$ cat config.mk
export PLATFORM = sky130hd
export DESIGN_NAME = gpio_alt_function_mux
export DESIGN_NICKNAME = d
export VERILOG_FILES = /design/src/core/pin_mux_pkg.sv /design/src/core/pin_edge_detect.sv /design/src/core/gpio_alt_function_mux.sv
export SDC_FILE = /design/constraint.sdc
export NUM_CORES = 1
export LEC_CHECK = 0
export ABC_AREA = 1
export BUFFER_PORTS_ARGS = -buffer_cell sky130_fd_sc_hd__buf_2
export CAP_MARGIN = 20
export CORE_MARGIN = 2
export CORE_UTILIZATION = 45
export CTS_CLUSTER_SIZE = 25
export DETAILED_ROUTE_END_ITERATION = 12
export PLACE_DENSITY = 0.68
export SYNTH_ARGS = -nofsm -noshare
export SYNTH_HDL_FRONTEND = slang
export SYNTH_SLANG_ARGS = --single-unit
$ cat constraint.sdc
create_clock -name clk_i -period 2.4 [get_ports clk_i]
set_input_delay 0.48 -clock clk_i [delete_from_list [all_inputs] [get_ports clk_i]]
set_output_delay 0.48 -clock clk_i [all_outputs]
set_load 0.01 [all_outputs]
$ cat src/core/pin_mux_pkg.sv
// Package with constants and carrier types for the pin multiplexer.
package pin_mux_pkg;

   // Port indices within the port array.
   localparam int PORT_A = 0;
   localparam int PORT_B = 1;
   localparam int PORT_C = 2;
   localparam int PORT_D = 3;
   localparam int PORT_E = 4;
   localparam int PORT_F = 5;
   localparam int PORT_G = 6;
   localparam int PORT_H = 7;
   localparam int NUM_PORTS = 8;
   localparam int PORT_W = 8;

   // Sub-register indices: none, direction, alternate-function and open-drain bits.
   localparam logic [7:0] SUBREG_NONE = 8'h00;
   localparam logic [7:0] SUBREG_DIR = 8'h01;
   localparam logic [7:0] SUBREG_ALT = 8'h02;
   localparam logic [7:0] SUBREG_ODRAIN = 8'h03;

   // Reset values of the control bits.
   localparam logic [7:0] DIR_RESET = 8'hFF;
   localparam logic [7:0] ALT_RESET = 8'h00;
   localparam logic [7:0] ODRAIN_RESET = 8'h00;
   localparam logic [7:0] INDEX_RESET = 8'h00;

   // Direction bit meaning.
   localparam logic DIR_OUT = 1'b0;
   localparam logic DIR_IN = 1'b1;

   // Package variants.
   typedef enum logic [1:0] {
      PKG_40,
      PKG_44,
      PKG_64,
      PKG_80
   } package_t;

   // Implemented pin masks per package, packed port H down to port A.
   localparam logic [63:0] MASK_40 = 64'h0000_0000_7B7F_FFFF;
   localparam logic [63:0] MASK_44 = 64'h0000_0000_7FFF_FFFF;
   localparam logic [63:0] MASK_64 = 64'h0F08_80FF_FFFF_FFFF;
   localparam logic [63:0] MASK_80 = 64'h0FFF_FFFF_FFFF_FFFF;

   // Pins that have an assigned alternate function, port H down to port A.
   localparam logic [63:0] ALT_EXISTS = 64'h0F00_0000_FBFF_FFFF;

   // Signals toward the on-chip peripherals.
   typedef struct packed {
      logic timer_zero_input;
      logic timer_one_input;
      logic timer_two_input;
      logic timer_three_input;
      logic serial0_clear_to_send;
      logic serial0_receive;
      logic serial1_clear_to_send;
      logic serial1_receive;
      logic spi_ss_in;
      logic spi_sck_in;
      logic spi_mosi_in;
      logic spi_miso_in;
      logic i2c_scl_in;
      logic i2c_sda_in;
      logic [11:0] analog_select;
   } periph_in_t;

   // Signals from the on-chip peripherals.
   typedef struct packed {
      logic timer_zero_output;
      logic timer_one_output;
      logic timer_two_output;
      logic timer_three_output;
      logic serial0_driver_enable;
      logic serial0_transmit;
      logic serial1_driver_enable;
      logic serial1_transmit;
      logic watchdog_osc_clock_out;
      logic spi_ss_out;
      logic spi_ss_oe;
      logic spi_sck_out;
      logic spi_sck_oe;
      logic spi_mosi_out;
      logic spi_mosi_oe;
      logic spi_miso_out;
      logic spi_miso_oe;
      logic i2c_scl_out;
      logic i2c_sda_out;
   } periph_out_t;

endpackage : pin_mux_pkg

$ cat src/core/pin_edge_detect.sv
// Per-pin edge detector for the pin interrupt requests.
`timescale 1ns/100ps
`default_nettype none
module pin_edge_detect
   import pin_mux_pkg::*;
#(
   parameter int WIDTH = 8
) (
   // Clock and reset.
   input wire logic clk_i,
   input wire logic rst_n_i,
   // Pin levels and edge configuration.
   input wire logic [WIDTH-1:0] level_i,
   input wire logic [WIDTH-1:0] has_select_i,
   input wire logic [WIDTH-1:0] rising_i,
   input wire logic [WIDTH-1:0] enable_i,
   // Requests.
   output logic [WIDTH-1:0] irq_o
);

   logic [WIDTH-1:0] last_q;
   logic [WIDTH-1:0] last_d;
   logic [WIDTH-1:0] irq_q;
   logic [WIDTH-1:0] irq_d;
   logic primed_q;
   logic primed_d;

   always_comb begin
      last_d = level_i;
      primed_d = 1'b1;
      for (int i = 0; i < WIDTH; i++) begin
         // Right after reset the stored level is not real, so a pin that
         // is already high would look like a rising edge.
         if (!enable_i[i] || !primed_q) begin
            irq_d[i] = 1'b0;
         end else if (has_select_i[i]) begin
            irq_d[i] = rising_i[i] ? (level_i[i] & ~last_q[i])
                                   : (~level_i[i] & last_q[i]); // [RQ10]
         end else begin
            irq_d[i] = level_i[i] ^ last_q[i]; // [RQ11]
         end
      end
   end

   always_ff @(posedge clk_i or negedge rst_n_i) begin
      if (!rst_n_i) begin
         last_q <= '0;
         primed_q <= 1'b0;
         irq_q <= '0;
      end else begin
         last_q <= last_d;
         primed_q <= primed_d;
         irq_q <= irq_d;
      end
   end

   assign irq_o = irq_q;

endmodule : pin_edge_detect
`default_nettype wire

$ cat src/core/gpio_alt_function_mux.sv
// Per-pin alternate-function multiplexer for eight controller ports.
// How it works
// [RQ1] Per-pin select: clear is GPIO, set is peripheral.
// [RQ2] Selected pins take direction from their peripheral.
// [RQ3] Timers 0-2 on A1:0, C1:0, C7:6.
// [RQ4] Timer 3 on D1:0, absent on 44-pin.
// [RQ5] Serial 0 on A5:2.
// [RQ6] SPI on C5:2.
// [RQ7] Serial 1 on D6:3.
// [RQ8] D7 outputs watchdog oscillator clock.
// [RQ9] I2C on A7:6, forced open-drain.
// [RQ10] Selectable pins interrupt on chosen edge.
// [RQ11] Other pins interrupt on both edges.
// [RQ12] Implemented bits depend on package.
// [RQ13] Direction 0 drives output, 1 samples input.
// [RQ14] Select bits written via index 02H.
// [RQ15] Port B and H feed analog inputs.
// [RQ16] Pins without function stay plain GPIO.
`timescale 1ns/100ps
`default_nettype none
module gpio_alt_function_mux
   import pin_mux_pkg::*;
#(
   parameter package_t PKG = PKG_80
) (
   // Clock and reset.
   input wire logic clk_i,
   input wire logic rst_n_i,
   // Control register port: index and window per port.
   input wire logic [2:0] port_sel_i,
   input wire logic port_subreg_index_we_i,
   input wire logic port_subreg_window_we_i,
   input wire logic [7:0] wdata_i,
   output logic [7:0] port_subreg_window_o,
   // Output data and edge configuration, port H down to port A.
   input wire logic [63:0] out_data_i,
   input wire logic [63:0] edge_select_avail_i,
   input wire logic [63:0] edge_rising_i,
   // Pins.
   input wire logic [63:0] pin_i,
   output logic [63:0] pin_o,
   output logic [63:0] pin_oe_o,
   // Port input data and interrupt requests.
   output logic [63:0] in_data_o,
   output logic [63:0] pin_irq_o,
   // Peripherals.
   input wire periph_out_t periph_i,
   output periph_in_t periph_o
);

   // Implemented pins of each package; unbonded bits stay quiet.
   function automatic logic [63:0] impl_mask(input package_t pkg);
      case (pkg)
         PKG_40: return MASK_40;
         PKG_44: return MASK_44;
         PKG_64: return MASK_64;
         default: return MASK_80;
      endcase
   endfunction : impl_mask

   localparam logic [63:0] IMPL = impl_mask(PKG);

   // Control state, one byte of each kind per port, and one readback byte for the window.
   logic [7:0] index_q [NUM_PORTS];
   logic [7:0] index_d [NUM_PORTS];
   logic [7:0] pin_direction_bits_q [NUM_PORTS];
   logic [7:0] pin_direction_bits_d [NUM_PORTS];
   logic [7:0] alt_function_select_bits_q [NUM_PORTS];
   logic [7:0] alt_function_select_bits_d [NUM_PORTS];
   logic [7:0] odrain_q [NUM_PORTS];
   logic [7:0] odrain_d [NUM_PORTS];
   logic [7:0] window_q;
   logic [7:0] window_d;

   logic [63:0] alt_on;
   logic [63:0] alt_val;
   logic [63:0] alt_oe;
   logic [63:0] out_d;
   logic [63:0] oe_d;
   logic [63:0] out_q;
   logic [63:0] oe_q;
   logic [63:0] in_d;
   logic [63:0] in_q;
   logic [63:0] irq_en;
   wire logic [63:0] irq_w;
   logic [63:0] irq_q;
   periph_in_t per_d;
   periph_in_t per_q;

   // Bit position of port p, pin b in the flat 64-bit vectors.
   function automatic int pos(input int p, input int b);
      return p * PORT_W + b;
   endfunction : pos

   // Control register writes through the sub-register window.
   // Readback is built from the next values, so a write shows at the same edge that stores it.
   always_comb begin
      for (int p = 0; p < NUM_PORTS; p++) begin
         index_d[p] = index_q[p];
         pin_direction_bits_d[p] = pin_direction_bits_q[p];
         alt_function_select_bits_d[p] = alt_function_select_bits_q[p];
         odrain_d[p] = odrain_q[p];
         if (port_sel_i == 3'(p)) begin
            if (port_subreg_index_we_i) begin
               index_d[p] = wdata_i;
            end
            if (port_subreg_window_we_i) begin
               case (index_q[p])
                  SUBREG_DIR: pin_direction_bits_d[p] = wdata_i;
                  SUBREG_ALT: alt_function_select_bits_d[p] = wdata_i; // [RQ14]
                  SUBREG_ODRAIN: odrain_d[p] = wdata_i;
                  default: ;
               endcase
            end
         end
      end
      // Unused indices read as zero.
      case (index_d[port_sel_i])
         SUBREG_NONE: window_d = 8'h00;
         SUBREG_DIR: window_d = pin_direction_bits_d[port_sel_i];
         SUBREG_ALT: window_d = alt_function_select_bits_d[port_sel_i];
         SUBREG_ODRAIN: window_d = odrain_d[port_sel_i];
         default: window_d = 8'h00;
      endcase
   end

   always_ff @(posedge clk_i or negedge rst_n_i) begin
      if (!rst_n_i) begin
         for (int p = 0; p < NUM_PORTS; p++) begin
            index_q[p] <= INDEX_RESET;
            pin_direction_bits_q[p] <= DIR_RESET;
            alt_function_select_bits_q[p] <= ALT_RESET;
            odrain_q[p] <= ODRAIN_RESET;
         end
         window_q <= 8'h00;
      end else begin
         for (int p = 0; p < NUM_PORTS; p++) begin
            index_q[p] <= index_d[p];
            pin_direction_bits_q[p] <= pin_direction_bits_d[p];
            alt_function_select_bits_q[p] <= alt_function_select_bits_d[p];
            odrain_q[p] <= odrain_d[p];
         end
         window_q <= window_d;
      end
   end

   // Pin drivers and peripheral routing.
   always_comb begin
      alt_val = '0;
      alt_oe = '0;
      per_d = '0;
      // A pin without an assigned function never leaves GPIO mode.
      for (int p = 0; p < NUM_PORTS; p++) begin
         for (int b = 0; b < PORT_W; b++) begin
            alt_on[pos(p, b)] = alt_function_select_bits_q[p][b]
                                & ALT_EXISTS[pos(p, b)]; // [RQ1] [RQ16]
         end
      end

      // The 44-pin parts leave timer 3 off port D.
      if (PKG == PKG_44) begin
         alt_on[pos(PORT_D, 0)] = 1'b0; // [RQ4]
         alt_on[pos(PORT_D, 1)] = 1'b0; // [RQ4]
      end
      alt_on = alt_on & IMPL;

      // Timers: inputs on even pins, outputs on odd pins.
      alt_oe[pos(PORT_A, 1)] = 1'b1; // [RQ3]
      alt_val[pos(PORT_A, 1)] = periph_i.timer_zero_output;
      alt_oe[pos(PORT_C, 1)] = 1'b1; // [RQ3]
      alt_val[pos(PORT_C, 1)] = periph_i.timer_one_output;
      alt_oe[pos(PORT_C, 7)] = 1'b1; // [RQ3]
      alt_val[pos(PORT_C, 7)] = periph_i.timer_two_output;
      alt_oe[pos(PORT_D, 1)] = 1'b1; // [RQ4]
      alt_val[pos(PORT_D, 1)] = periph_i.timer_three_output;
      per_d.timer_zero_input = alt_on[pos(PORT_A, 0)] & pin_i[pos(PORT_A, 0)];
      per_d.timer_one_input = alt_on[pos(PORT_C, 0)] & pin_i[pos(PORT_C, 0)];
      per_d.timer_two_input = alt_on[pos(PORT_C, 6)] & pin_i[pos(PORT_C, 6)];
      per_d.timer_three_input = alt_on[pos(PORT_D, 0)]
                                & pin_i[pos(PORT_D, 0)]; // [RQ4]

      // Serial channel 0.
      alt_oe[pos(PORT_A, 2)] = 1'b1; // [RQ5]
      alt_val[pos(PORT_A, 2)] = periph_i.serial0_driver_enable;
      alt_oe[pos(PORT_A, 5)] = 1'b1; // [RQ5]
      alt_val[pos(PORT_A, 5)] = periph_i.serial0_transmit;
      per_d.serial0_clear_to_send = ~alt_on[pos(PORT_A, 3)]
                                    | pin_i[pos(PORT_A, 3)]; // [RQ5]
      per_d.serial0_receive = ~alt_on[pos(PORT_A, 4)]
                              | pin_i[pos(PORT_A, 4)]; // [RQ5]

      // SPI: each pin's direction comes from the controller.
      alt_oe[pos(PORT_C, 2)] = periph_i.spi_ss_oe; // [RQ6]
      alt_val[pos(PORT_C, 2)] = periph_i.spi_ss_out;
      alt_oe[pos(PORT_C, 3)] = periph_i.spi_sck_oe; // [RQ6]
      alt_val[pos(PORT_C, 3)] = periph_i.spi_sck_out;
      alt_oe[pos(PORT_C, 4)] = periph_i.spi_mosi_oe; // [RQ6]
      alt_val[pos(PORT_C, 4)] = periph_i.spi_mosi_out;
      alt_oe[pos(PORT_C, 5)] = periph_i.spi_miso_oe; // [RQ6]
      alt_val[pos(PORT_C, 5)] = periph_i.spi_miso_out;
      per_d.spi_ss_in = ~alt_on[pos(PORT_C, 2)] | pin_i[pos(PORT_C, 2)];
      per_d.spi_sck_in = alt_on[pos(PORT_C, 3)] & pin_i[pos(PORT_C, 3)];
      per_d.spi_mosi_in = alt_on[pos(PORT_C, 4)] & pin_i[pos(PORT_C, 4)];
      per_d.spi_miso_in = alt_on[pos(PORT_C, 5)] & pin_i[pos(PORT_C, 5)];

      // Serial channel 1.
      alt_oe[pos(PORT_D, 3)] = 1'b1; // [RQ7]
      alt_val[pos(PORT_D, 3)] = periph_i.serial1_driver_enable;
      alt_oe[pos(PORT_D, 5)] = 1'b1; // [RQ7]
      alt_val[pos(PORT_D, 5)] = periph_i.serial1_transmit;
      per_d.serial1_receive = ~alt_on[pos(PORT_D, 4)]
                              | pin_i[pos(PORT_D, 4)]; // [RQ7]
      per_d.serial1_clear_to_send = ~alt_on[pos(PORT_D, 6)]
                                    | pin_i[pos(PORT_D, 6)]; // [RQ7]

      // Watchdog oscillator clock.
      alt_oe[pos(PORT_D, 7)] = 1'b1; // [RQ8]
      alt_val[pos(PORT_D, 7)] = periph_i.watchdog_osc_clock_out;

      // I2C drives only low; a high level releases the pin.
      alt_oe[pos(PORT_A, 6)] = ~periph_i.i2c_scl_out; // [RQ9]
      alt_oe[pos(PORT_A, 7)] = ~periph_i.i2c_sda_out; // [RQ9]
      per_d.i2c_scl_in = ~alt_on[pos(PORT_A, 6)] | pin_i[pos(PORT_A, 6)];
      per_d.i2c_sda_in = ~alt_on[pos(PORT_A, 7)] | pin_i[pos(PORT_A, 7)];

      // Analog inputs: driver off, digital path cut.
      for (int b = 0; b < PORT_W; b++) begin
         per_d.analog_select[b] = alt_on[pos(PORT_B, b)]; // [RQ15]
      end
      for (int b = 0; b < 4; b++) begin
         per_d.analog_select[8 + b] = alt_on[pos(PORT_H, b)]; // [RQ15]
      end

      // Final pin driver per bit.
      for (int p = 0; p < NUM_PORTS; p++) begin
         for (int b = 0; b < PORT_W; b++) begin
            if (alt_on[pos(p, b)]) begin
               out_d[pos(p, b)] = alt_val[pos(p, b)]; // [RQ2]
               oe_d[pos(p, b)] = alt_oe[pos(p, b)]; // [RQ2]
            end else begin
               out_d[pos(p, b)] = out_data_i[pos(p, b)];
               // Open-drain releases the pin for a one instead of driving it.
               oe_d[pos(p, b)] = (pin_direction_bits_q[p][b] == DIR_OUT)
                  & ~(odrain_q[p][b] & out_data_i[pos(p, b)]); // [RQ13]
            end
         end
      end
      out_d = out_d & IMPL; // [RQ12]
      oe_d = oe_d & IMPL; // [RQ12]

      // Analog pins do not feed the digital input path.
      in_d = pin_i & IMPL & ~(alt_on & ALT_EXISTS & 64'h0F00_0000_0000_FF00);
      // Pins handed to a peripheral raise no pin request.
      irq_en = IMPL & ~alt_on;
   end

   // Pins are driven from flip-flops so no glitch of the mux reaches them.
   always_ff @(posedge clk_i or negedge rst_n_i) begin
      if (!rst_n_i) begin
         out_q <= '0;
         oe_q <= '0;
         in_q <= '0;
         per_q <= '0;
      end else begin
         out_q <= out_d;
         oe_q <= oe_d;
         in_q <= in_d; // [RQ13]
         per_q <= per_d;
      end
   end

   // One detector per port, at the port's own width.
   for (genvar p = 0; p < NUM_PORTS; p++) begin : g_port_edges
      pin_edge_detect #(
         .WIDTH(PORT_W)
      ) u_edges (
         .clk_i(clk_i),
         .rst_n_i(rst_n_i),
         .level_i(in_d[p*PORT_W +: PORT_W]),
         .has_select_i(edge_select_avail_i[p*PORT_W +: PORT_W]),
         .rising_i(edge_rising_i[p*PORT_W +: PORT_W]),
         .enable_i(irq_en[p*PORT_W +: PORT_W]),
         .irq_o(irq_w[p*PORT_W +: PORT_W])
      );
   end

   // A second stage keeps the request registered; it costs one cycle.
   always_ff @(posedge clk_i or negedge rst_n_i) begin
      if (!rst_n_i) begin
         irq_q <= '0;
      end else begin
         irq_q <= irq_w; // [RQ10] [RQ11]
      end
   end

   // Every output comes straight from a flip-flop.
   assign port_subreg_window_o = window_q;
   assign pin_o = out_q;
   assign pin_oe_o = oe_q;
   assign in_data_o = in_q;
   assign pin_irq_o = irq_q;
   assign periph_o = per_q;

endmodule : gpio_alt_function_mux
`default_nettype wire

* Word-level counts from Yosys, hierarchy flattened
Index checks and enable logic that the tools add are counted.
Cells by class: reductions and logical operators 122, $lt $le $gt $ge 1, mux-type cells 351, equality and inequality tests 34, bitwise logic cells 567
Operators with widths (count):
- 8-bit 2-to-1 mux | 96
- 1-bit 2-to-1 mux | 250
- 1-bit inverter | 249
- 1-bit bitwise AND | 247
- 8-bit by 2-bit equality test with 1-bit output, second input constant | 18
- 8-bit binary-select mux with 3-bit select | 4
- 8-bit by 1-bit equality test with 1-bit output, second input constant | 9
- 60-bit by 64-bit bitwise AND with 64-bit output | 1
- 60-bit inverter with 64-bit output | 1
- 1-bit logical NOT | 61
- 1-bit logical OR | 60
- 60-bit inverter | 1
- 1-bit bitwise XOR | 60
- 8-bit one-hot mux with 3 select lines | 1
- 3-bit equality test, second input constant | 4
- 1-bit bitwise OR | 7
- 3-bit by 2-bit equality test with 1-bit output, second input constant | 2
- 4-bit greater-or-equal comparator, second input constant | 1
- 3-bit inverter with 4-bit output | 1
- 3-bit by 1-bit equality test with 1-bit output, second input constant | 1
- 3-bit logical NOT | 1
Word-level totals: bits of input ports 290, output and inout bits 290, word-level logic and storage cells 1144, register bits after elaboration 655

* Logic depth before layout (Yosys ltp)
Gate-level depths: netlist of run 1.
depth in word-level cells 8, gate-level depth with buffers 18, gate-level depth less buffers 17

* By module
From an unflattened synthesis of run 1, not the netlist that was laid out.
Unflattened totals: cells, all modules 3667, area total of the unflattened synthesis 30629.4 µm²
Modules (own cells, without submodules):
- gpio_alt_function_mux | cells an instance 2555, sequential area each 13442.9 µm², area an instance 22431.5 µm², times used 1
- pin_edge_detect | cells an instance 139, sequential area each 425.4 µm², area an instance 1024.7 µm², times used 8

* Worst setup path after synthesis of run 1
No wires, ideal clock.
kind input port to flip-flop, from input port port_sel_i[1], to register window_q[1] (netlist: port_subreg_window_o[1]), buffers on the path 2, cell stages on the path 15, data required time 2.276 ns, library setup time 0.124 ns, data arrival time 1.934 ns, slack 0.342 ns, cells stage by stage buf_6 -> nand2_4 -> clkinv_2 -> nand2_4 -> nor2_2 -> buf_4 -> nand2_2 -> o21ai_0 -> nand2_1 -> nand2_1 -> nand2_1 -> nand3_1 -> nor2_1 -> nand3_1 -> nand3_1
On the way: word-level cells in the longest chain between the ends 7, elaborated cells on any way between the ends 57, classes of those cells eq/ne: 10; mux: 45; bitwise: 1; reduce/logical: 1
Ends and longest elaborated chain:
- from (decl) | RTL line gpio_alt_function_mux.sv:30 | input wire logic [2:0] port_sel_i,
- 3-bit equality test (tied with other cells) | RTL line gpio_alt_function_mux.sv:103 | if (port_sel_i == 3'(p)) begin
- 8-bit 2-to-1 mux | RTL line gpio_alt_function_mux.sv:103
- 8-bit binary-select mux with 3-bit select | RTL line gpio_alt_function_mux.sv:118 | case (index_d[port_sel_i])
- 8-bit 2-to-1 mux (implied by the code) (2 in a row) | RTL line gpio_alt_function_mux.sv:118
- 8-bit by 2-bit equality test with 1-bit output / 8-bit by 1-bit equality test with 1-bit output (equally long branches) | RTL line gpio_alt_function_mux.sv:118
- 8-bit one-hot mux with 3 select lines * | RTL line gpio_alt_function_mux.sv:118
- via window_d[1] | RTL line gpio_alt_function_mux.sv:73 | logic [7:0] window_d;
- to (signal assigned) | RTL line gpio_alt_function_mux.sv:143 | window_q <= window_d;
- to (decl) | RTL line gpio_alt_function_mux.sv:72 | logic [7:0] window_q;
Mark *: on every way through the listed nets, which the timed path passes. The rest lies on a longest branch. The select of a mux whose other input is x is not followed.

* Worst setup path in the final report of run 1
from register index_q[49] (netlist bit), to register window_q[0] (netlist: port_subreg_window_o[0])
On the way: word-level cells in the longest chain between the ends 8, elaborated cells on any way between the ends 30, classes of those cells eq/ne: 6; mux: 24
Ends and longest elaborated chain:
- from (decl) | RTL line gpio_alt_function_mux.sv:64 | logic [7:0] index_q [NUM_PORTS];
- from (signal, indexed assignment) | RTL line gpio_alt_function_mux.sv:138 | index_q[p] <= index_d[p];
- 8-bit by 2-bit equality test with 1-bit output / 8-bit by 1-bit equality test with 1-bit output (equally long branches) | RTL line gpio_alt_function_mux.sv:108 | case (index_q[p])
- 8-bit 2-to-1 mux | RTL line gpio_alt_function_mux.sv:108
- 8-bit 2-to-1 mux | RTL line gpio_alt_function_mux.sv:107 | if (port_subreg_window_we_i) begin
- 8-bit 2-to-1 mux | RTL line gpio_alt_function_mux.sv:103
- 8-bit binary-select mux with 3-bit select (on tied branches) | RTL line gpio_alt_function_mux.sv:122, gpio_alt_function_mux.sv:120, gpio_alt_function_mux.sv:121
- 8-bit 2-to-1 mux (on tied branches) (2 in a row) | RTL line gpio_alt_function_mux.sv:122, gpio_alt_function_mux.sv:120, gpio_alt_function_mux.sv:121
- 8-bit one-hot mux with 3 select lines * | RTL line gpio_alt_function_mux.sv:118
- via window_d[0] | RTL line gpio_alt_function_mux.sv:73
Marked as above.

==> impl_metrics.py, run 1 <==
metrics = {
    "pwr": {
        "pwr-share-clk_pct": 38.3,
        "power_switching_share_pct": 29.9,
        "peakVddDrop_mv": 0.544,
        "p_int_mw": 19.6,
        "power_density_nw_per_um2": 770,
        "p_switching_mw": 8.36,
        "pwr-share-seq_pct": 42.6,
        "p_total_mw": 28.0,
        "p_comb_share_pct": 19.1,
        "power.leakage_nw": 19.9,
    },
    "detailed_routing": {
        "drc": 0,
        "wl_met3_microns": 6980,
        "wl_met2_microns": 41800,
        "dr.first_iter.drc_count": 1691,
        "vias_per_cell": 4.94,
        "drt-wirelength-per-cell_microns": 17.8,
        "top_layer_used": "met5",
        "antenna_left": 0,
        "num_vias": 24300,
        "wl_met1_microns": 35300,
        "drtPass1Iterations": 8,
        "wl_microns": 87600,
    },
    "timing": {
        "setup_viol": 0,
        "rsz0062_at_grt": "false",
        "final.setup_skew_ns": 0.0525,
        "slew_viol_final": 0,
        "min_period_ns": 2.21,
        "final.setup.worst_slack_ns": 0.191,
        "worst_pin_slew_ns": 0.556,
        "report.final.hold_viol_count": 0,
        "relSlewSlack_pct": 62.9,
        "final.period_utilization_pct": 92.1,
        "fmax_ghz": 0.453,
    },
    "setup_path": {
        "critical_path.startpoint_type": "flip-flop",
        "cp-end-kind": "flip-flop",
        "required_ns": 2.91,
        "arrival_ns": 2.72,
        "critPathKind": "flip-flop to flip-flop",
        "worstPathMaxFanout": 8,
        "worstReg2RegStart": "index_q[49]",
        "r2r_cells": 12,
        "rrSetupSlack_ns": 0.19,
        "r2r-end": "port_subreg_window_o[0]",
    },
    "synth": {
        "async_flop_share_pct": 100,
        "synth_top_family_by_area": "simple AND/OR/NAND/NOR gates",
        "yosys_warnings": 0,
        "synthAdderAreaFrac_pct": 5.46,
        "synth.area.mux_share_pct": 2.34,
        "synth-xor-area-share_pct": 0,
        "synth_edf_count": 0,
        "syn_inst": 3179,
        "yosys.area_share.simple_pct": 20.9,
        "synth-compound-area-share_pct": 8.18,
        "synth_area_sq_um": 27500,
        "synth_seq_cells": 591,
        "yosysUniqueCellTypes": 43,
        "synth_seq_area_share_pct": 54.1,
        "synth.avg_cell_area_sq_um": 8.65,
        "ys.flop_type": "dfrtp_1",
    },
    "placement": {
        "place_ws_ns": -0.211,
        "place.gp.congestion": 0.920,
        "portBuffers": 547,
        "dp_hpwl_microns": 66300,
        "placed_area_sq_um": 33300,
    },
    "clock_network": {
        "cts_buffers": 67,
        "clock_path_buffers": 3,
        "cts_tree": "built",
        "cts.sink_count": 591,
        "clockRootBuffer": "clkbuf_16",
        "clk_pin_slew_ns": 0.06,
        "clk_latency_ns": 0.63,
        "h-tree-depth": 3,
    },
    "final_layout": {
        "multiInputGateArea_sq_um": 10200,
        "fin_nets": 4482,
        "layout-drive-gt1-share_pct": 27.1,
        "design_area_sq_um": 36300,
        "syn2layout_area_growth_pct": 32.0,
        "fillCellCount": 5186,
        "layout_commonest_cell": "nand2_1",
        "layout_common_cells": "891 x nand2_1, 546 x buf_2, 527 x dfrtp_1",
        "register_area_sq_um": 14900,
    },
    "floorplan": {
        "num_rows": 90,
        "core-area_sq_um": 60400,
        "dieArea_sq_um": 63100,
        "ios": 580,
        "die_x_microns": 251,
        "start_util_pct": 45.6,
        "die_h_microns": 251,
    },
    "min_path": {
        "min_to": "pin_oe_o[6]",
        "hold_start": "periph_i[1]",
        "hold_class": "primary input to flip-flop",
        "worstHoldPathCells": 2,
    },
    "global_routing": {
        "overflow": 0,
        "grt_pass1_vias": 23900,
        "grt_pass1_wl_microns": 135000,
        "track_usage_pct": 27.8,
        "grt_start_max_net_pins": 78,
        "antenna_found_initial": 13,
    },
    "run": {
        "cap_violations": 0,
    },
    "status": {
        "outcome": "finished, final reports clean",
    },
}
[worst max-delay path by stage]
| stage | startpoint | end | slack, ns |
|---|---|---|---|
| after global routing | index_q[49] | port_subreg_window_o[0] | 0.008 |
| after detailed placement | port_sel_i[0] | port_subreg_window_o[7] | -0.21 |
| after CTS | index_q[14] | port_subreg_window_o[3] | 0.22 |
| after floorplan | port_sel_i[1] | port_subreg_window_o[1] | 0.34 |
| final | index_q[49] | port_subreg_window_o[0] | 0.19 |
| after global placement | port_sel_i[0] | port_subreg_window_o[7] | -0.19 |
[metal layers]
metal  vias to the layer above  track usage [%]
li1                      11700                -
met1                     11400             34.7
met2                       913             46.4
met3                       208             6.94
met4                        14             10.9
met5                         -                0
[synth_stat cells, types with 35 or more instances]
| master | count | area share [%] |
|---|---|---|
| a21oi_1 | 105 | 1.9 |
| ha_1 | 120 | 5.5 |
| inv_1 | 489 | 6.7 |
| nor3_1 | 48 | 0.87 |
| nor2_1 | 230 | 3.1 |
| o21ai_0 | 230 | 4.2 |
| mux2_2 | 35 | 1.4 |
| nand3_1 | 139 | 2.5 |
| clkbuf_1 | 43 | 0.59 |
| dfstp_2 | 64 | 6.1 |
| dfrtp_1 | 527 | 48 |
| o21ai_1 | 42 | 0.76 |
| nand2_1 | 891 | 12 |
[timing repair]
item / in CTS / in global routing
setup endpoints to repair: 0 / 1
resized for setup: 0 / 1
buffers inserted: 0 / 0
hold endpoints to repair: 109 / 2
hold buffers: 65 / 2
[worst max-delay path: stages (launching register included)]
cell and delay, ns:
dfrtp_1 0.49, nand2_1 0.09, nor3_1 0.29, buf_4 0.17, nand2_1 0.21, o21ai_0 0.34, nand2_1 0.10, nand2_1 0.11
o21ai_1 0.08, nand2_1 0.07, inv_1 0.03, nand3_1 0.05, nand3_1 0.07
[power groups by stage]
stage,clock [mW],combinational [mW],sequential (mW)
2_1_floorplan,0,2.55,12.1
3_3_place_gp,0,5.10,12.0
3_5_place_dp,0,5.21,12.1
4_1_cts,10.9,5.34,11.9
5_1_grt,11.4,5.99,12.0
6_report,10.7,5.35,11.9
[logic make-up (layout without fill, tap and decap cells)]
group | Yosys count | count (layout)
fa+ha+maj | 120 | 120
buf+inv | 611 | 1542
other cells | 2 | 23
flops | 591 | 591
mux | 60 | 60
simple gates | 1371 | 1371
compound gates | 424 | 424
[sequential cells by signal, summed over array words and instances, names as in the netlist]
signal / cells
in_data_o: 14
port_subreg_window_o: 8
periph_o: 26
g_port_edges.u_edges.irq_o: 60
g_port_edges.u_edges.primed_q: 1
odrain_q: 64
alt_function_select_bits_q: 64
pin_direction_bits_q: 64
g_port_edges.u_edges.last_q: 46
index_q: 64
pin_oe_o: 60
pin_o: 60
pin_irq_o: 60
[metrics by stage]
stage | util (%) | TNS, ns | instances | hold WS (ns)
floorplan | - | 0 | 3194 | 0.184
global placement | 55.1 | -1.21 | 4718 | 0.331
detailed placement | 55.1 | -1.35 | 4718 | 0.335
CTS | 60.1 | 0 | 4905 | 0.0000232
global route | 60.1 | 0 | 4912 | 0.00243
finish | 60.1 | 0 | 4913 | 0.0273
[final cells by class]
type                            count  share of cell area (%)
Clock inverter                     37                    1.34
Multi-Input combinational cell   1992                    28.1
Timing Repair Buffer              919                    16.6
Clock buffer                       85                    5.06
Tap cell                          782                    2.70
Sequential cell                   591                    41.0
Inverter                          501                    5.23
Antenna cell                        6                  0.0414
No activity file was read; power rests on OpenSTA's default activity.
==> run 2, diff against run 1 <==
--- a/config.mk
+++ b/config.mk
@@ -5,7 +5,7 @@
 export SDC_FILE = /design/constraint.sdc
 export NUM_CORES = 1
 export LEC_CHECK = 0
-export ABC_AREA = 1
+export ABC_AREA = 0
 export BUFFER_PORTS_ARGS = -buffer_cell sky130_fd_sc_hd__buf_2
 export CAP_MARGIN = 20
 export CORE_MARGIN = 2
==> run 2 against run 1 <==
Compared with the run above: sequential cell count unchanged; cell area is 2.1% lower; count of clock-buffer cells in the layout up 16; clock power about the same; non-clock buffer count rose by 30; critical path type unchanged; final cell count down 21%; via count shrank 13%; the run now ends with setup timing left; first-iteration DRC count down 13%.
==> impl_metrics.py, run 2 <==
metrics = {
    "status": {
        "outcome": "complete, but fails checks",
        "violations": "setup timing",
    },
    "final_layout": {
        "layout_commonest_cell": "buf_2",
        "layout_common_cells": "546 x buf_2, 527 x dfrtp_1, 314 x buf_4",
        "syn2layout_area_growth_pct": 35.1,
        "utilization_pct": 61.6,
        "design_area_sq_um": 35500,
        "fin_nets": 3455,
        "layout-drive-gt1-share_pct": 45.0,
    },
    "synth": {
        "syn_inst": 2129,
        "synth.most_common_cell": "dfrtp_1",
        "yosysUniqueCellTypes": 80,
        "synth_seq_area_share_pct": 56.6,
        "synth_seq_cells": 591,
        "synth.avg_cell_area_sq_um": 12.3,
        "yosys.area.top_type": "dfrtp_1",
        "synth_commonest_cells": "527 x dfrtp_1, 250 x mux2_2, 141 x inv_1, 126 x nand2_1, 120 x ha_1",
        "synth_edf_count": 0,
        "ys.flop_type": "dfrtp_1",
        "synth.top_cell.area_share_pct": 50.2,
        "yosys_warnings": 0,
        "synth.area.top_cells": "dfrtp_1 50%, mux2_2 11%, dfstp_2 6.4%",
        "async_flop_share_pct": 100,
        "synth_area_sq_um": 26300,
    },
    "floorplan": {
        "num_rows": 88,
        "dieArea_sq_um": 60400,
        "start_util_pct": 45.6,
        "core-area_sq_um": 57700,
        "ios": 580,
        "die_h_microns": 246,
        "die_x_microns": 246,
    },
    "setup_path": {
        "required_ns": 2.89,
        "critPathKind": "flip-flop to flip-flop",
        "critical_path.startpoint_type": "flip-flop",
        "slowest_stage": "or4_4",
        "cp_common_cell": "or4_4",
        "max_stage_delay_ns": 0.60,
        "path_delay_family": "simple AND/OR/NAND/NOR gates",
        "worstPathMaxFanout": 4,
        "crit_buf_inv": 0,
        "arrival_ns": 3.32,
        "path_cells": "or4_4, or4_4, mux2_2, mux4_2, mux2i_1, or3_4, o211ai_2",
        "cp-end-kind": "flip-flop",
    },
    "detailed_routing": {
        "dr.first_iter.drc_count": 1473,
        "drt-wirelength-per-cell_microns": 24.4,
        "wl_microns": 94300,
        "antenna_left": 0,
        "vias_per_cell": 5.45,
        "drc": 0,
        "num_vias": 21100,
        "drtPass1Iterations": 7,
    },
    "clock_network": {
        "cts.sink_count": 591,
        "clk_latency_ns": 0.62,
        "cts_buffers": 66,
        "clock_path_buffers": 3,
        "cts_tree": "built",
        "clockRootBuffer": "clkbuf_16",
        "h-tree-depth": 3,
        "clk_pin_slew_ns": 0.06,
    },
    "timing": {
        "relSlewSlack_pct": 38.7,
        "final.setup.worst_slack_ns": -0.428,
        "fmax_ghz": 0.354,
        "report.final.hold_viol_count": 0,
        "slew_viol_final": 0,
        "rsz0062_at_grt": "true",
        "final.period_utilization_pct": 118,
        "min_period_ns": 2.83,
        "final.setup_skew_ns": 0.0294,
        "setup_viol": 8,
        "worst_pin_slew_ns": 0.897,
    },
    "pwr": {
        "peakVddDrop_mv": 0.583,
        "power_density_nw_per_um2": 746,
        "power.leakage_nw": 17.7,
    },
    "placement": {
        "portBuffers": 547,
        "placed_area_sq_um": 32400,
        "dp_hpwl_microns": 72500,
        "place.gp.congestion": 0.953,
    },
    "global_routing": {
        "overflow": 0,
        "antenna_found_initial": 8,
        "grt_pass1_vias": 21900,
        "track_usage_pct": 30.8,
        "grt_start_max_net_pins": 68,
        "grt_pass1_wl_microns": 137000,
    },
    "min_path": {
        "hold_class": "primary input to flip-flop",
    },
    "run": {
        "cap_violations": 0,
    },
}
-- run 2: area by class of cell --
| type | instances | area (sq um) |
|---|---|---|
| repair buffers | 949 | 6220 |
| diodes | 6 | 15.0 |
| clock buffers | 101 | 1990 |
| flip-flops and latches | 591 | 14900 |
| clock inverters | 19 | 320 |
| multi-input cells | 1295 | 10600 |
| inverters | 142 | 533 |
| well taps | 765 | 957 |
| fillers | 4623 | 22200 |
-- run 2: timing repair --
action	4_1_cts	5_1_grt
cloned	1	0
hold buffers	58	0
resized for setup	21	31
pin swaps	9	10
setup buffers	6	3
hold endpoints to repair	84	0
setup endpoints to repair	11	10
-- run 2: cell families (layout without fill, tap and decap cells) --
logic type,after synthesis,count (layout),synth area share (%)
other cells,2,23,0.0286
buf+inv,259,1211,4.34
mux,359,359,15.4
compound gates,314,314,7.98
xor+xnor,1,1,0.0333
fa+ha+maj,120,120,5.71
simple gates,483,484,9.94
flops,591,591,56.6
-- run 2: worst paths after layout --
path	start	endpoint	slack [ns]	cells after the start
min reg2reg	g_port_edges[1].u_edges.irq_o[5]	pin_irq_o[13]	0.34	0
max	index_q[5]	port_subreg_window_o[7]	-0.43	7
max in group asynchronous	rst_n_i	pin_direction_bits_q[12]	1.12	4
min	out_data_i[49]	pin_o[49]	0.02	1
min in group asynchronous	rst_n_i	pin_o[26]	0.40	2
max reg2reg	index_q[5]	port_subreg_window_o[7]	-0.43	7
-- run 2: metal layers --
metal  track usage [%]  wire, microns
met1              40.2          38600
met2              51.0          45900
met3              5.49           5930
met4              12.1           3890
met5                 0             13
-- run 2: metrics by stage --
stage               cells  TNS, ns  total power, mW  worst slack (ns)  hold WS [ns]
floorplan            2144    -2.00             13.3            -0.454         0.184
global placement     3677   -10.05             15.6            -0.908         0.332
detailed placement   3677   -10.80             15.7            -0.886         0.335
CTS                  3860    -2.73             26.6            -0.402     0.0000611
global route         3868    -3.16             27.5            -0.506        0.0116
finish               3868    -2.65             26.5            -0.428        0.0220
-- run 2: power by group --
group / switching (mW) / internal, mW
Combinational: 2.27 / 1.96
Clock: 4.24 / 6.51
Sequential: 0.600 / 10.9
